--- config.mk ---
export PLATFORM = sky130hd
export DESIGN_NAME = dib_bridge
export DESIGN_NICKNAME = d
export VERILOG_FILES = /design/src/rtl/dib_pkg.sv /design/src/rtl/dib_channel.sv /design/src/rtl/dib_bridge.sv
export VERILOG_INCLUDE_DIRS = /design/src /design/src/rtl
export SDC_FILE = /design/constraint.sdc
export NUM_CORES = 1
export LEC_CHECK = 0
export BUFFER_PORTS_ARGS = -buffer_cell sky130_fd_sc_hd__buf_2
export CAP_MARGIN = 20
export CORE_MARGIN = 3
export CORE_UTILIZATION = 50
export DETAILED_ROUTE_END_ITERATION = 7
export PLACE_DENSITY = 0.78
export SYNTH_ARGS = -nofsm -noshare
export SYNTH_HDL_FRONTEND = slang
export SYNTH_SLANG_ARGS = --single-unit
--- constraint.sdc ---
create_clock -name core_clk -period 2.72 [get_ports core_clk]
set_clock_uncertainty 0.05 [all_clocks]
set_input_delay 0.544 -clock core_clk [delete_from_list [all_inputs] [get_ports core_clk]]
set_output_delay 0.544 -clock core_clk [all_outputs]
set_load 0.03 [all_outputs]
--- src/rtl/dib_params.svh ---
// Timing constants and a reset code for the differential bus bridge.
// Assumes the includer runs on a 50 MHz core clock.
`ifndef DIB_PARAMS_SVH
`define DIB_PARAMS_SVH
`define DIB_CLK_HZ        50000000
`define DIB_SETTLE_US     1000
`define DIB_ARM_US        10000
`define DIB_IDLE_US       100
`define DIB_SETTLE_CYC    ((`DIB_CLK_HZ / 1000000) * `DIB_SETTLE_US)
`define DIB_ARM_CYC       ((`DIB_CLK_HZ / 1000000) * `DIB_ARM_US)
`define DIB_IDLE_CYC      ((`DIB_CLK_HZ / 1000000) * `DIB_IDLE_US)
`define DIB_SYNC_RESET    2'h0
`endif

--- src/rtl/dib_pkg.sv ---
// Types shared by the differential bus bridge.
// Assumes nothing beyond a SystemVerilog compiler.
package dib_pkg;
	typedef enum logic [2:0] {
		DIB_OFF,
		DIB_SETTLE,
		DIB_TERM_WAIT,
		DIB_ARM_WAIT,
		DIB_ARMED,
		DIB_CONNECTED
	} dib_seq_t;
	typedef enum logic [1:0] {
		DIB_DIR_IDLE,
		DIB_DIR_TO_LINE,
		DIB_DIR_TO_CARD
	} dib_dir_t;
endpackage

--- src/rtl/dib_channel.sv ---
// One bridged channel: card open-drain wire to line differential pair.
// Assumes synchronised inputs and a connect level from the sequencer.
`timescale 1ns/1ps
`default_nettype none
module dib_channel
	import dib_pkg::*;
(
	input  wire logic core_clk,      // Core clock
	input  wire logic resetn,        // Sync reset, active low
	input  wire logic connect,       // Sides joined
	input  wire logic card_in,       // Synced card wire level
	input  wire logic line_plus_in,  // Synced plus comparator
	input  wire logic line_minus_in, // Synced minus comparator
	output logic      card_oe,       // Pull card wire low
	output logic      line_plus_oe,  // Pull plus low
	output logic      line_minus_oe, // Drive minus high
	output logic      line_minus_o,  // Minus drive level
	output logic      line_level     // Decoded line level
);
	dib_dir_t   dir_reg;
	dib_dir_t   dir_next;
	logic       line_hi;
	logic [1:0] blank_reg;
	logic [1:0] blank_next;

	// Level from the pair difference only; plus above minus is released
	assign line_hi = line_plus_in & ~line_minus_in;
	assign line_level = line_hi;

	// Direction chosen from whichever side first pulls low; after a release
	// the own drive still echoes through the synchronisers for two edges,
	// so new decisions are blanked then to avoid latching up
	always_comb begin
		dir_next = dir_reg;
		blank_next = (blank_reg != 2'h0) ? blank_reg - 2'h1 : 2'h0;
		if (!connect) begin
			dir_next = DIB_DIR_IDLE;
		end else begin
			case (dir_reg)
				DIB_DIR_IDLE: begin
					if (blank_reg != 2'h0)
						dir_next = DIB_DIR_IDLE;
					else if (!card_in)
						dir_next = DIB_DIR_TO_LINE;
					else if (!line_hi)
						dir_next = DIB_DIR_TO_CARD;
				end
				DIB_DIR_TO_LINE: begin
					if (card_in) begin
						dir_next = DIB_DIR_IDLE;
						blank_next = 2'h2;
					end
				end
				DIB_DIR_TO_CARD: begin
					if (line_hi) begin
						dir_next = DIB_DIR_IDLE;
						blank_next = 2'h2;
					end
				end
				default: dir_next = DIB_DIR_IDLE;
			endcase
		end
	end

	always_ff @(posedge core_clk) begin
		if (!resetn) begin
			dir_reg   <= DIB_DIR_IDLE;
			blank_reg <= 2'h0;
		end else begin
			dir_reg   <= dir_next;
			blank_reg <= blank_next;
		end
	end

	// Transmitter or receiver, never both at once
	always_ff @(posedge core_clk) begin
		if (!resetn) begin
			card_oe       <= 1'b0;
			line_plus_oe  <= 1'b0;
			line_minus_oe <= 1'b0;
			line_minus_o  <= 1'b0;
		end else begin
			card_oe       <= (dir_next == DIB_DIR_TO_CARD);
			line_plus_oe  <= (dir_next == DIB_DIR_TO_LINE);
			line_minus_oe <= (dir_next == DIB_DIR_TO_LINE);
			line_minus_o  <= (dir_next == DIB_DIR_TO_LINE);
		end
	end
endmodule // dib_channel
`default_nettype wire

--- src/rtl/dib_bridge.sv ---
// Hot-swap sequencer and two-channel card-to-line bridge.
// Assumes analog comparators present line levels and supply/termination
// status as digital levels; all pins are synchronised here.
`timescale 1ns/1ps
`default_nettype none
`include "dib_params.svh"
module dib_bridge
	import dib_pkg::*;
#(
	parameter int SETTLE_CYC = `DIB_SETTLE_CYC,
	parameter int ARM_CYC    = `DIB_ARM_CYC,
	parameter int IDLE_CYC   = `DIB_IDLE_CYC
) (
	input  wire logic core_clk,                // Core clock, 50 MHz
	input  wire logic resetn,                  // Sync reset, active low
	input  wire logic enable_in,               // Enable pin, pulled high
	input  wire logic card_side_supply_ok,     // Card supply stable
	input  wire logic line_side_supply_ok,     // Line supply stable
	input  wire logic term_valid,              // Termination thresholds met
	input  wire logic card_clock_in,           // Card clock wire level
	input  wire logic card_data_in,            // Card data wire level
	input  wire logic line_clock_plus_in,      // Clock plus comparator
	input  wire logic line_clock_minus_in,     // Clock minus comparator
	input  wire logic line_data_plus_in,       // Data plus comparator
	input  wire logic line_data_minus_in,      // Data minus comparator
	output logic      card_clock_oe,           // Pull card clock low
	output logic      card_data_oe,            // Pull card data low
	output logic      line_clock_plus_oe,      // Pull clock plus low
	output logic      line_clock_minus_oe,     // Drive clock minus
	output logic      line_clock_minus_o,      // Clock minus level
	output logic      line_data_plus_oe,       // Pull data plus low
	output logic      line_data_minus_oe,      // Drive data minus
	output logic      line_data_minus_o,       // Data minus level
	output logic      insertion_detect_output, // Armed, line examined
	output logic      connected                // Sides joined
);
	localparam int NSYNC = 9;
	logic [NSYNC-1:0] raw;
	logic [NSYNC-1:0] s1_reg;
	logic [NSYNC-1:0] s2_reg;
	logic en_s, sup_s, term_s, cclk_s, cdat_s;
	logic lcp_s, lcm_s, ldp_s, ldm_s;
	logic clk_lvl, dat_lvl;
	dib_seq_t seq_reg, seq_next;
	logic [31:0] tmr_reg, tmr_next;
	logic [31:0] idle_reg, idle_next;
	logic dat_prev_reg, stop_seen_reg, stop_seen_next;
	logic conn;

	// Two-flop synchronisers on every pin-derived input
	assign raw = {enable_in, card_side_supply_ok & line_side_supply_ok, term_valid,
		card_clock_in, card_data_in, line_clock_plus_in, line_clock_minus_in,
		line_data_plus_in, line_data_minus_in};
	always_ff @(posedge core_clk) begin
		if (!resetn) begin
			s1_reg <= '0;
			s2_reg <= '0;
		end else begin
			s1_reg <= raw;
			s2_reg <= s1_reg;
		end
	end
	assign {en_s, sup_s, term_s, cclk_s, cdat_s, lcp_s, lcm_s, ldp_s, ldm_s} = s2_reg;

	// Enable is active high; the pad pull-up makes undriven read high
	logic en_on;
	assign en_on = en_s;

	// Idle time counts while both plus wires stay high; STOP is data
	// rising on the pair while clock is high
	always_comb begin
		idle_next = idle_reg;
		stop_seen_next = stop_seen_reg;
		if (seq_reg != DIB_ARMED) begin
			idle_next = '0;
			stop_seen_next = 1'b0;
		end else begin
			if (ldp_s && lcp_s) begin
				if (idle_reg < IDLE_CYC)
					idle_next = idle_reg + 32'h1;
			end else begin
				idle_next = '0;
			end
			if (clk_lvl && dat_lvl && !dat_prev_reg)
				stop_seen_next = 1'b1;
			else if (clk_lvl && !dat_lvl && dat_prev_reg)
				stop_seen_next = 1'b0;
		end
	end

	// Sequencer: settle, termination, arm, wait for enable and idle/STOP
	always_comb begin
		seq_next = seq_reg;
		tmr_next = tmr_reg;
		case (seq_reg)
			DIB_OFF: begin
				tmr_next = '0;
				if (sup_s)
					seq_next = DIB_SETTLE;
			end
			DIB_SETTLE: begin
				tmr_next = tmr_reg + 32'h1;
				if (tmr_reg >= SETTLE_CYC - 1) begin
					seq_next = DIB_TERM_WAIT;
					tmr_next = '0;
				end
			end
			DIB_TERM_WAIT: begin
				if (term_s)
					seq_next = DIB_ARM_WAIT;
			end
			DIB_ARM_WAIT: begin
				tmr_next = tmr_reg + 32'h1;
				if (tmr_reg >= ARM_CYC - 1) begin
					seq_next = DIB_ARMED;
					tmr_next = '0;
				end
			end
			DIB_ARMED: begin
				if (en_on && ((idle_reg >= IDLE_CYC) || (cclk_s && cdat_s && stop_seen_reg)))
					seq_next = DIB_CONNECTED;
			end
			DIB_CONNECTED: begin
				if (!en_on)
					seq_next = DIB_ARMED;
			end
			default: seq_next = DIB_OFF;
		endcase
		if (!sup_s || (seq_reg >= DIB_ARM_WAIT && !term_s)) begin
			seq_next = DIB_OFF;
			tmr_next = '0;
		end
	end

	always_ff @(posedge core_clk) begin
		if (!resetn) begin
			seq_reg       <= DIB_OFF;
			tmr_reg       <= '0;
			idle_reg      <= '0;
			stop_seen_reg <= 1'b0;
			dat_prev_reg  <= 1'b1;
		end else begin
			seq_reg       <= seq_next;
			tmr_reg       <= tmr_next;
			idle_reg      <= idle_next;
			stop_seen_reg <= stop_seen_next;
			dat_prev_reg  <= dat_lvl;
		end
	end

	// Outputs released everywhere until connected
	assign conn = (seq_reg == DIB_CONNECTED) && en_on;
	assign connected = (seq_reg == DIB_CONNECTED);
	assign insertion_detect_output = (seq_reg == DIB_ARMED) || (seq_reg == DIB_CONNECTED);

	// Clock channel
	dib_channel u_clock (
		.core_clk      (core_clk),
		.resetn        (resetn),
		.connect       (conn),
		.card_in       (cclk_s),
		.line_plus_in  (lcp_s),
		.line_minus_in (lcm_s),
		.card_oe       (card_clock_oe),
		.line_plus_oe  (line_clock_plus_oe),
		.line_minus_oe (line_clock_minus_oe),
		.line_minus_o  (line_clock_minus_o),
		.line_level    (clk_lvl)
	);

	// Data channel
	dib_channel u_data (
		.core_clk      (core_clk),
		.resetn        (resetn),
		.connect       (conn),
		.card_in       (cdat_s),
		.line_plus_in  (ldp_s),
		.line_minus_in (ldm_s),
		.card_oe       (card_data_oe),
		.line_plus_oe  (line_data_plus_oe),
		.line_minus_oe (line_data_minus_oe),
		.line_minus_o  (line_data_minus_o),
		.line_level    (dat_lvl)
	);
endmodule // dib_bridge
`default_nettype wire

==> reports/results.tsv, run 1 <==
stage	metric	value	unit
clock_network	Clock Tree Root	clkbuf_8	
sta	fin crit period	2.417	ns
die	FP Rows	32	
routing	Post-DRT Antenna Nets	0	
die	Initial Util	52.52	%
global_route	GRT overflow	0	
critical_path	Crit path required time	2.96	ns
logic_synthesis	Yosys warnings	0	
clock_network	register clock-pin slew on the reported worst setup and hold paths	0.10	ns
place	dpl hpwl	5.187	mm
critical_path	critical path startpoint category	flip-flop	
logic_synthesis	dominant synthesized flop cell	dfxtp_1	
critical_path	worst reg2reg path depth	7	
routing	1st-iter DRT viols	110	
hold_path	WHS Path Cells	2	
clock_network	CTS HTree Levels	3	
power_and_ir_drop	leakage power	1.698	nW
routing	Vias/cell	5.447	
critical_path	cell chain of the critical path	ha_1 -> and3_2 -> o311ai_0 -> nand4b_2 -> a21oi_2 -> nand2_1 -> o21ai_0	
sta	setup repair after global routing missed its margin	no	
logic_synthesis	Syn Inst Count	458	
critical_path	CP top delay family	compound AO/OA/AOI/OAI gates	
die	die footprint	9414	um2
routing	routed len/inst	12.58	um
critical_path	Critical Path Fanout Max	9	
routing	drt drc	0	
clock_network	PostCTS Resize Cnt	0	
logic_synthesis	average size of a mapped cell	9.045	um2
global_route	number of global-route vias before repair	2887	
critical_path	kind of critical path	flip-flop to flip-flop	
clock_network	clock sinks	99	
logic_synthesis	post-synth net total	481	
finish	final net count	496	
critical_path	CP Buf/Inv Count	0	
sta	Fin Hold WS	0.3261	ns
routing	Pre-Repair DR Iteration Count	4	
clock_network	CTS Buffer Depth	2	
die	die width	97.03	um
place	RePlAce Congestion	0.9226	
clock_network	Skew-Pair Late Insertion Delay	0.37	ns
power_and_ir_drop	Pwr per Cell Area	536.3	nW/um2
clock_network	CTS tree	yes	
clock_network	Num CTS Buffers	9	
job	MaxCap Viol Count	0	
critical_path	CP Capture Type	flip-flop	
critical_path	WP data arrival	2.65	ns
logic_synthesis	ys async rst share	0	%
sta	final hold vios	0	
hold_path	Min-Delay Path Class	input port to flip-flop	
sta	f_max	413.7	MHz
finish	antenna cell count	0	
sta	headroom to the max-slew limit	52.81	%
sta	fin crit share	88.86	%
die	I/O pins	22	
finish	layout cells sized above 1	11.30	%
global_route	pin count of the biggest net entering global routing	28	
power_and_ir_drop	VDD IR max	0.3862	mV
logic_synthesis	Post-synth EDFFs	0	
die	Core Region	7888	um2
global_route	All-Layer GR Usage	16.05	%
routing	Routed WL	7.296	mm
sta	Final Max Tran Viols	0	
global_route	initial antenna violation count	0	
logic_synthesis	register area share after synthesis	47.84	%
place	Buffers on Ports	21	
die	die height	97.03	um
critical_path	Levels on crit path	7	
logic_synthesis	#FFs+latches synth	99	
critical_path	Critical Path Slowest Stage Cell	o311ai_0	
critical_path	max incr delay on CP	0.40	ns
finish	Layout area overhead	8.034	%
status	outcome	finished clean	
clock_network	postcts setup bufs	0	
sta	Worst-Margin Slew	0.7063	ns
routing	DR vias	3159	
power_and_ir_drop	Power Total	0.002400	W
global_route	first-pass GRT wire length	12.85	mm
clock_network	Post-CTS Hold Buffers	0	
logic_synthesis	Unique masters post-synth	57	
logic_synthesis	Post-Synthesis Cell Area	4143	um2
sta	TNS Setup	0	ns
sta	Setup violations, final	0	
## synth_stat cells, types with 4 or more instances
library cell  instances  area [um2]
a21oi_1              19       95.09
and2_1               53       331.6
and3_1               10       62.56
and4_1                4       35.03
buf_4                 4       30.03
clkbuf_1             10       37.54
dfxtp_1              99        1982
ha_1                 11       137.6
inv_1                18       67.56
nand2_1              42       157.7
nand2b_1              5       31.28
nand3_1              19       95.09
nand4_1               8       50.05
nor2_1               26       97.59
nor2b_1               5       31.28
nor3_1               14       70.07
nor3b_1               5       37.54
nor4_1               12       75.07
o21ai_0              23       115.1
or3_1                 5       31.28
xnor2_1               9       78.83
xor2_1                4       35.03
## per-stage QoR
stage / std cells / cell area (um2) / setup WS (ns) / util (%)
global placement: 564 / 4284 / 0.4481 / 54.31
global route: 580 / 4476 / 0.1441 / 56.74
floorplan: 458 / 4143 / 0.5188 / -
CTS: 580 / 4476 / 0.3200 / 56.74
detailed placement: 564 / 4284 / 0.3599 / 54.31
finish: 580 / 4476 / 0.3030 / 56.74
## final cells by class
| class | count | area [um2] |
|---|---|---|
| inverter | 18 | 67.56 |
| tap | 102 | 127.6 |
| clock buffer | 9 | 123.9 |
| multi-input combinational | 320 | 1972 |
| timing repair buffer | 25 | 135.1 |
| sequential | 99 | 1982 |
| fill | 664 | 3412 |
| clock inverter | 7 | 67.56 |
## kinds of logic after synthesis
| logic type | share of synthesized area [%] |
|---|---|
| adder cells (fa/ha/maj) | 3.322 |
| flip-flops | 47.84 |
| XOR/XNOR | 2.748 |
| multiplexers | 0.7249 |
| AND/OR/NAND/NOR | 29.05 |
| AO/OA/AOI/OAI | 11.75 |
| buffers and inverters | 4.560 |
## power breakdown
part           total (W)  leakage (nW)  switching (W)  internal, W
logic          0.0000315         0.801      0.0000143    0.0000173
clock network   0.000902        0.0962       0.000542     0.000360
registers        0.00147         0.801     0.00000562      0.00146
## layer usage
layer | part of all wire (%) | GRT usage (%) | up-vias
met2 | 43 | 24.89 | 93
met4 | 2.4 | 6.695 | 0
met1 | 48 | 21.54 | 1434
li1 | - | - | 1619
met3 | 5.8 | 3.677 | 13
met5 | 0 | 0 | -
## worst paths after layout
path	from	end	slack, ns
min	line_data_plus_in	s1_reg[1]	0.33
max reg2reg	tmr_reg[0]	tmr_reg[3]	0.30
max	tmr_reg[0]	tmr_reg[3]	0.30
min reg2reg	s1_reg[7]	s2_reg[7]	0.39
## placed cells by master (no fill, tap or decap), types with 5 or more instances in the layout
master and n:
or3_1 5, nand4_1 8, nor3_1 14, ha_1 11, and2_1 53, nor2b_1 5, nand3_1 19, nand2_1 42
o21ai_0 23, nor2_1 26, xnor2_1 9, nand2b_1 5, buf_2 21, and3_1 10, clkbuf_8 9, nor4_1 12
nor3b_1 5, a21oi_1 19, dfxtp_1 99, inv_1 18
(Power assumes the default switching activity.)
==> run 2, diff against run 1 <==
==> constraint.sdc (replaced) <==
create_clock -name core_clk -period 2.72 [get_ports core_clk]
set_clock_uncertainty 0.05 [all_clocks]
set_input_delay 0.68 -clock core_clk [delete_from_list [all_inputs] [get_ports core_clk]]
set_output_delay 0.68 -clock core_clk [all_outputs]
set_load 0.03 [all_outputs]
==> run 2 against run 1 <==
Register-to-register slack worse by 0.06 ns. Fmax is 2.4% lower. Sequential power hardly changed. Flip-flop and latch count stayed put. First-iteration DRC count is 61% higher. Highest routed layer unchanged.
==> reports/results.tsv, run 2 (synthesized netlist as in run 1, its figures left out) <==
stage	metric	value	unit	change
status	outcome	finished clean		
routing	1st-iter DRT viols	177		+61%
die	die height	97.03	um	unchanged
job	MaxCap Viol Count	0		unchanged
place	Buffers on Ports	21		unchanged
place	Cell Area, Placed	4277	um2	-0.18%
routing	Routed WL	7.536	mm	+3.3%
critical_path	CP Capture Type	flip-flop		
power_and_ir_drop	VDD IR max	0.3460	mV	-10%
clock_network	register clock-pin slew on the reported worst setup and hold paths	0.10	ns	about the same
finish	final net count	495		-0.20%
power_and_ir_drop	Comb pwr share	1.3	%	about the same
power_and_ir_drop	leakage power	1.693	nW	-0.34%
sta	Setup violations, final	0		unchanged
critical_path	Crit path required time	2.96	ns	about the same
clock_network	Skew-Pair Late Insertion Delay	0.36	ns	about the same
finish	layout cells sized above 1	11.11	%	-0.19 points
routing	DR vias	3154		-0.16%
critical_path	RR Startpoint	tmr_reg[0]		
global_route	busiest grt layer	met2		
critical_path	critical path startpoint category	flip-flop		
finish	# fillers	674		+1.5%
sta	TNS Setup	0	ns	unchanged
power_and_ir_drop	Net Sw Frac	23.60	%	+0.19 points
clock_network	CTS Buffer Depth	2		unchanged
critical_path	Critical Path Fanout Max	9		unchanged
global_route	M1 GR Usage	21.56	%	about the same
clock_network	Post-CTS Hold Buffers	0		unchanged
global_route	first-pass GRT wire length	13.17	mm	+2.5%
finish	commonest non-fill, non-tap cell in the layout	dfxtp_1		
die	I/O pins	22		unchanged
global_route	GR Util met3	4.686	%	+1.0 points
place	dpl hpwl	5.384	mm	+3.8%
clock_network	Clock Tree Root	clkbuf_8		
clock_network	CTS HTree Levels	3		unchanged
sta	Final Max Tran Viols	0		unchanged
die	die width	97.03	um	unchanged
finish	Layout area overhead	7.792	%	
power_and_ir_drop	Pwr per Cell Area	537.9	nW/um2	+0.31%
global_route	initial antenna violation count	0		unchanged
sta	fin crit share	91.08	%	+2.2 points
clock_network	clock sinks	99		unchanged
sta	fin crit period	2.477	ns	+0.06035 ns
routing	Pre-Repair DR Iteration Count	5		+1
hold_path	Worst Hold Launch	s1_reg[8]		
critical_path	CP Launch Point	tmr_reg[0]		
finish	Finished Cell Area	4466	um2	-0.22%
finish	antenna cell count	0		unchanged
die	Core Region	7888	um2	unchanged
routing	Post-DRT Antenna Nets	0		unchanged
sta	f_max	403.7	MHz	-2.4%
place	RePlAce Congestion	0.9125		-1.1%
power_and_ir_drop	Int Pwr	0.001835	W	-0.16%
die	Initial Util	52.52	%	unchanged
sta	headroom to the max-slew limit	53.05	%	+0.24 points
global_route	All-Layer GR Usage	16.54	%	+0.49 points
routing	Vias/cell	5.447		about the same
routing	drt drc	0		unchanged
global_route	number of global-route vias before repair	2939		+1.8%
clock_network	PostCTS Resize Cnt	0		unchanged
critical_path	WP data arrival	2.72	ns	+0.07 ns
finish	area of the multi-input gates	1972	um2	unchanged
sta	final hold vios	0		unchanged
clock_network	postcts setup bufs	0		unchanged
die	die footprint	9414	um2	unchanged
routing	routed len/inst	13.02	um	+3.5%
hold_path	Min-Delay Path Class	flip-flop to flip-flop		
global_route	met2 Use GR	27.23	%	+2.3 points
sta	setup repair after global routing missed its margin	no		
power_and_ir_drop	power share of the clock group	37.6	%	about the same
sta	Worst-Margin Slew	0.7028	ns	-0.003532 ns
finish	Register Area	1982	um2	unchanged
power_and_ir_drop	sw power	0.0005670	W	+0.91%
finish	most frequent cells in the layout	dfxtp_1 (99), and2_1 (53), nand2_1 (42)		
clock_network	CTS tree	yes		
power_and_ir_drop	Reg power frac	61.1	%	about the same
clock_network	Num CTS Buffers	9		unchanged
global_route	GRT overflow	0		unchanged
finish	Finished Core Util	56.61	%	-0.13 points
die	FP Rows	32		unchanged
critical_path	kind of critical path	flip-flop to flip-flop		
global_route	pin count of the biggest net entering global routing	28		unchanged
[run 2: layout make-up]
cell class	count	share of cell area [%]
well taps	102	2.858
inverters	18	1.513
multi-input cells	320	44.16
clock inverters	7	1.457
repair buffers	24	2.858
flip-flops and latches	99	44.38
clock buffers	9	2.774
[run 2: power by group through the flow]
stage               sequential, W  combinational, W  clock [W]
global placement          0.00150         0.0000303          0
floorplan                 0.00150         0.0000213          0
CTS                       0.00147         0.0000320   0.000932
finish                    0.00147         0.0000316   0.000904
detailed placement        0.00150         0.0000319          0
global route              0.00147         0.0000364   0.000999
[run 2: path summary, 6_finish.rpt]
check / to / slack [ns] / cells past startpoint
max: tmr_reg[14] / 0.24 / 7
max reg2reg: tmr_reg[14] / 0.24 / 7
min: s2_reg[8] / 0.39 / 1
min reg2reg: s2_reg[8] / 0.39 / 1
[run 2: per-stage QoR]
step	hold WS [ns]	cells	worst slack, ns	power [W]
CTS	0.3941	579	0.2718	0.002431
global route	0.4162	579	0.05490	0.002505
global placement	0.3636	563	0.4557	0.001530
detailed placement	0.3677	563	0.2921	0.001533
finish	0.3923	579	0.2426	0.002402
floorplan	0.3619	458	0.5188	0.001520
[run 2: worst max-delay path: stages (launching register included)]
cell and delay [ns]:
dfxtp_1 0.37, ha_1 0.26, and4_1 0.29, o41ai_1 0.30
a41oi_1 0.31, a21oi_2 0.34, nand2_1 0.26, o211ai_1 0.22
[run 2: metal layers]
metal | vias to the layer above | part of all wire [%] | wire [um]
li1 | 1610 | - | -
met1 | 1462 | 48 | 3587
met2 | 75 | 47 | 3522
met3 | 7 | 4.6 | 346
met4 | 0 | 1.0 | 79
met5 | - | 0 | 0
==> run 3, diff against run 2 <==
- SYNTH_HIERARCHICAL: not set -> 1
==> run 3 against run 2 <==
Register-to-register slack improved by 0.05 ns. Sequential share of layout area fell by 0.64 points. Wire length fell by 2.5%. Global-route usage fell by 0.38 points. Sequential power barely moved. Die area rose by 1.3%. Total power fell by 1.3%. Flip-flop and latch count did not move. Worst setup slack improved by 0.050 ns. Cell area rose by 1.5%. Clock power fell by 4.2%.
==> reports/results.tsv, run 3 <==
stage	metric	value	unit	change
hold_path	WHS Path Cells	1		unchanged
logic_synthesis	Post-synth EDFFs	0		unchanged
logic_synthesis	dominant synthesized flop cell	dfxtp_1		
die	die width	97.66	um	+0.65%
status	outcome	finished clean		
logic_synthesis	average size of a mapped cell	9.313	um2	+3.0%
sta	fin crit period	2.427	ns	-0.05004 ns
job	MaxCap Viol Count	0		unchanged
logic_synthesis	Synth area leader	dfxtp_1		
die	Initial Util	52.98	%	+0.46 points
critical_path	critical path startpoint category	flip-flop		
logic_synthesis	Post-Synthesis Cell Area	4200	um2	+1.4%
hold_path	worst hold endpoint	s2_reg[1]		
clock_network	Post-CTS Hold Buffers	0		unchanged
sta	setup repair after global routing missed its margin	no		
finish	commonest non-fill, non-tap cell in the layout	dfxtp_1		
critical_path	reg-to-reg setup timing slack	0.29	ns	+0.05 ns
sta	Worst-Margin Slew	1.067	ns	+0.3639 ns
routing	Pre-Repair DR Iteration Count	4		-1
logic_synthesis	ys async rst share	0	%	unchanged
logic_synthesis	Unique masters post-synth	53		-7.0%
sta	headroom to the max-slew limit	28.74	%	-24 points
sta	final hold vios	0		unchanged
routing	Routed WL	7.347	mm	-2.5%
finish	antenna cell count	0		unchanged
critical_path	RR Startpoint	tmr_reg[0]		
logic_synthesis	Area contributors post-synth	dfxtp_1 (47%), and2_1 (8.3%), ha_1 (3.3%)		
die	die height	97.66	um	+0.65%
place	dpl hpwl	5.122	mm	-4.9%
place	Buffers on Ports	21		unchanged
clock_network	register clock-pin slew on the reported worst setup and hold paths	0.10	ns	about the same
hold_path	Worst Hold Launch	s1_reg[1]		
logic_synthesis	#FFs+latches synth	99		unchanged
power_and_ir_drop	Pwr per Cell Area	523.4	nW/um2	-2.7%
finish	layout cells sized above 1	13.03	%	+1.9 points
global_route	GRT overflow	0		unchanged
global_route	pin count of the biggest net entering global routing	27		-3.6%
sta	Fin Hold WS	0.3926	ns	+0.0003450 ns
routing	DR vias	3154		unchanged
routing	drt drc	0		unchanged
routing	Post-DRT Antenna Nets	0		unchanged
logic_synthesis	Yosys warnings	6		+6
critical_path	CP Capture Type	flip-flop		
global_route	initial antenna violation count	0		unchanged
critical_path	kind of critical path	flip-flop to flip-flop		
hold_path	Min-Delay Path Class	flip-flop to flip-flop		
clock_network	CTS tree	yes		
routing	Vias/cell	5.533		+1.6%
sta	Final Max Tran Viols	0		unchanged
place	RePlAce Congestion	0.8691		-4.8%
clock_network	CTS HTree Levels	3		unchanged
power_and_ir_drop	VDD IR max	0.2534	mV	-27%
logic_synthesis	Synth top area share	47.18	%	-0.66 points
die	die footprint	9537	um2	+1.3%
logic_synthesis	register area share after synthesis	47.18	%	-0.66 points
die	Core Region	7928	um2	+0.51%
clock_network	postcts setup bufs	0		unchanged
global_route	All-Layer GR Usage	16.16	%	-0.38 points
critical_path	Critical Path Fanout Max	11		+2
finish	Layout area overhead	7.864	%	about the same
logic_synthesis	post-synth net total	474		-1.5%
sta	fin crit share	89.24	%	-1.8 points
critical_path	Crit path required time	2.98	ns	+0.02 ns
sta	TNS Setup	0	ns	unchanged
die	I/O pins	22		unchanged
clock_network	Clock Tree Root	clkbuf_8		
global_route	first-pass GRT wire length	13.11	mm	-0.47%
clock_network	Num CTS Buffers	9		unchanged
finish	final net count	486		-1.8%
global_route	number of global-route vias before repair	3009		+2.4%
logic_synthesis	most frequent cell after synthesis	dfxtp_1		
sta	f_max	412.0	MHz	+2.1%
routing	routed len/inst	12.89	um	-0.97%
logic_synthesis	Syn Inst Count	451		-1.5%
critical_path	worst reg2reg path depth	7		unchanged
clock_network	CTS Buffer Depth	2		unchanged
finish	# fillers	689		+2.2%
power_and_ir_drop	leakage power	1.663	nW	-1.7%
die	FP Rows	32		unchanged
sta	Setup violations, final	0		unchanged
critical_path	Crit Reg-Reg Endpoint	seq_reg[2]		
clock_network	Skew-Pair Late Insertion Delay	0.37	ns	about the same
finish	most frequent cells in the layout	dfxtp_1 (99), and2_1 (56), nand2_1 (36)		
routing	1st-iter DRT viols	93		-47%
clock_network	PostCTS Resize Cnt	0		unchanged
clock_network	clock sinks	99		unchanged
logic_synthesis	Synth top cells by count	dfxtp_1 (99), and2_1 (56), nand2_1 (36)		
critical_path	WP data arrival	2.69	ns	-0.03 ns
[run 3: cells by family (layout without fill, tap and decap cells)]
kind of cell             count (synthesis)  after routing  synth area share, %
XOR/XNOR                                 8              8                1.668
flip-flops                              99             99                47.18
adder cells (fa/ha/maj)                 11             11                3.277
multiplexers                             2              2               0.4766
AO/OA/AOI/OAI                           91             91                15.25
AND/OR/NAND/NOR                        202            202                27.88
buffers and inverters                   38             55                4.260
[run 3: final cells by class]
class,count,area (um2),share of cell area [%]
timing repair buffer,28,157.7,3.480
clock buffer,9,123.9,2.734
multi-input combinational,314,2039,45.02
clock inverter,7,58.81,1.298
tap,102,127.6,2.817
inverter,11,41.29,0.9113
sequential,99,1982,43.74
[run 3: worst max path at each step]
| stage | start | slack, ns | cells past startpoint | end |
|---|---|---|---|---|
| after CTS | tmr_reg[0] | 0.31 | 7 | seq_reg[2] |
| after global placement | tmr_reg[0] | 0.40 | 7 | seq_reg[2] |
| after detailed placement | tmr_reg[0] | 0.35 | 7 | seq_reg[2] |
| final | tmr_reg[0] | 0.29 | 7 | seq_reg[2] |
| after global routing | tmr_reg[0] | 0.11 | 7 | seq_reg[2] |
| after floorplan | tmr_reg[0] | 0.64 | 7 | seq_reg[2] |
[run 3: power breakdown]
part,internal [W],leakage (nW),switching [W]
logic,0.0000203,0.770,0.0000175
registers,0.00146,0.801,0.00000605
clock network,0.000346,0.0921,0.000520
total,0.00183,1.66,0.000543
[run 3: per-stage QoR]
stage	worst slack, ns	cell area [um2]	std cells	util, %	power (W)
after floorplan	0.6423	4200	451	-	0.001524
after global placement	0.4008	4348	554	54.85	0.001538
after detailed placement	0.3514	4348	554	54.85	0.001539
after CTS	0.3106	4531	570	57.15	0.002405
after global routing	0.1118	4531	570	57.15	0.002463
final	0.2927	4531	570	57.15	0.002371
[run 3: critical path, stage by stage (launching register included)]
cell,delay (ns)
dfxtp_1,0.42
ha_1,0.27
nand3_1,0.14
a2111oi_2,0.37
o32ai_1,0.17
and2_1,0.30
or4_1,0.51
a21oi_1,0.15
[run 3: layer usage]
| layer | global-route usage [%] | vias to the layer above | wire length, um | part of all wire (%) |
|---|---|---|---|---|
| li1 | - | 1636 | - | - |
| met1 | 21.36 | 1467 | 3601 | 49 |
| met2 | 25.30 | 42 | 3327 | 45 |
| met3 | 4.810 | 9 | 328 | 4.5 |
| met4 | 5.325 | 0 | 91 | 1.2 |
| met5 | 0 | - | 0 | 0 |
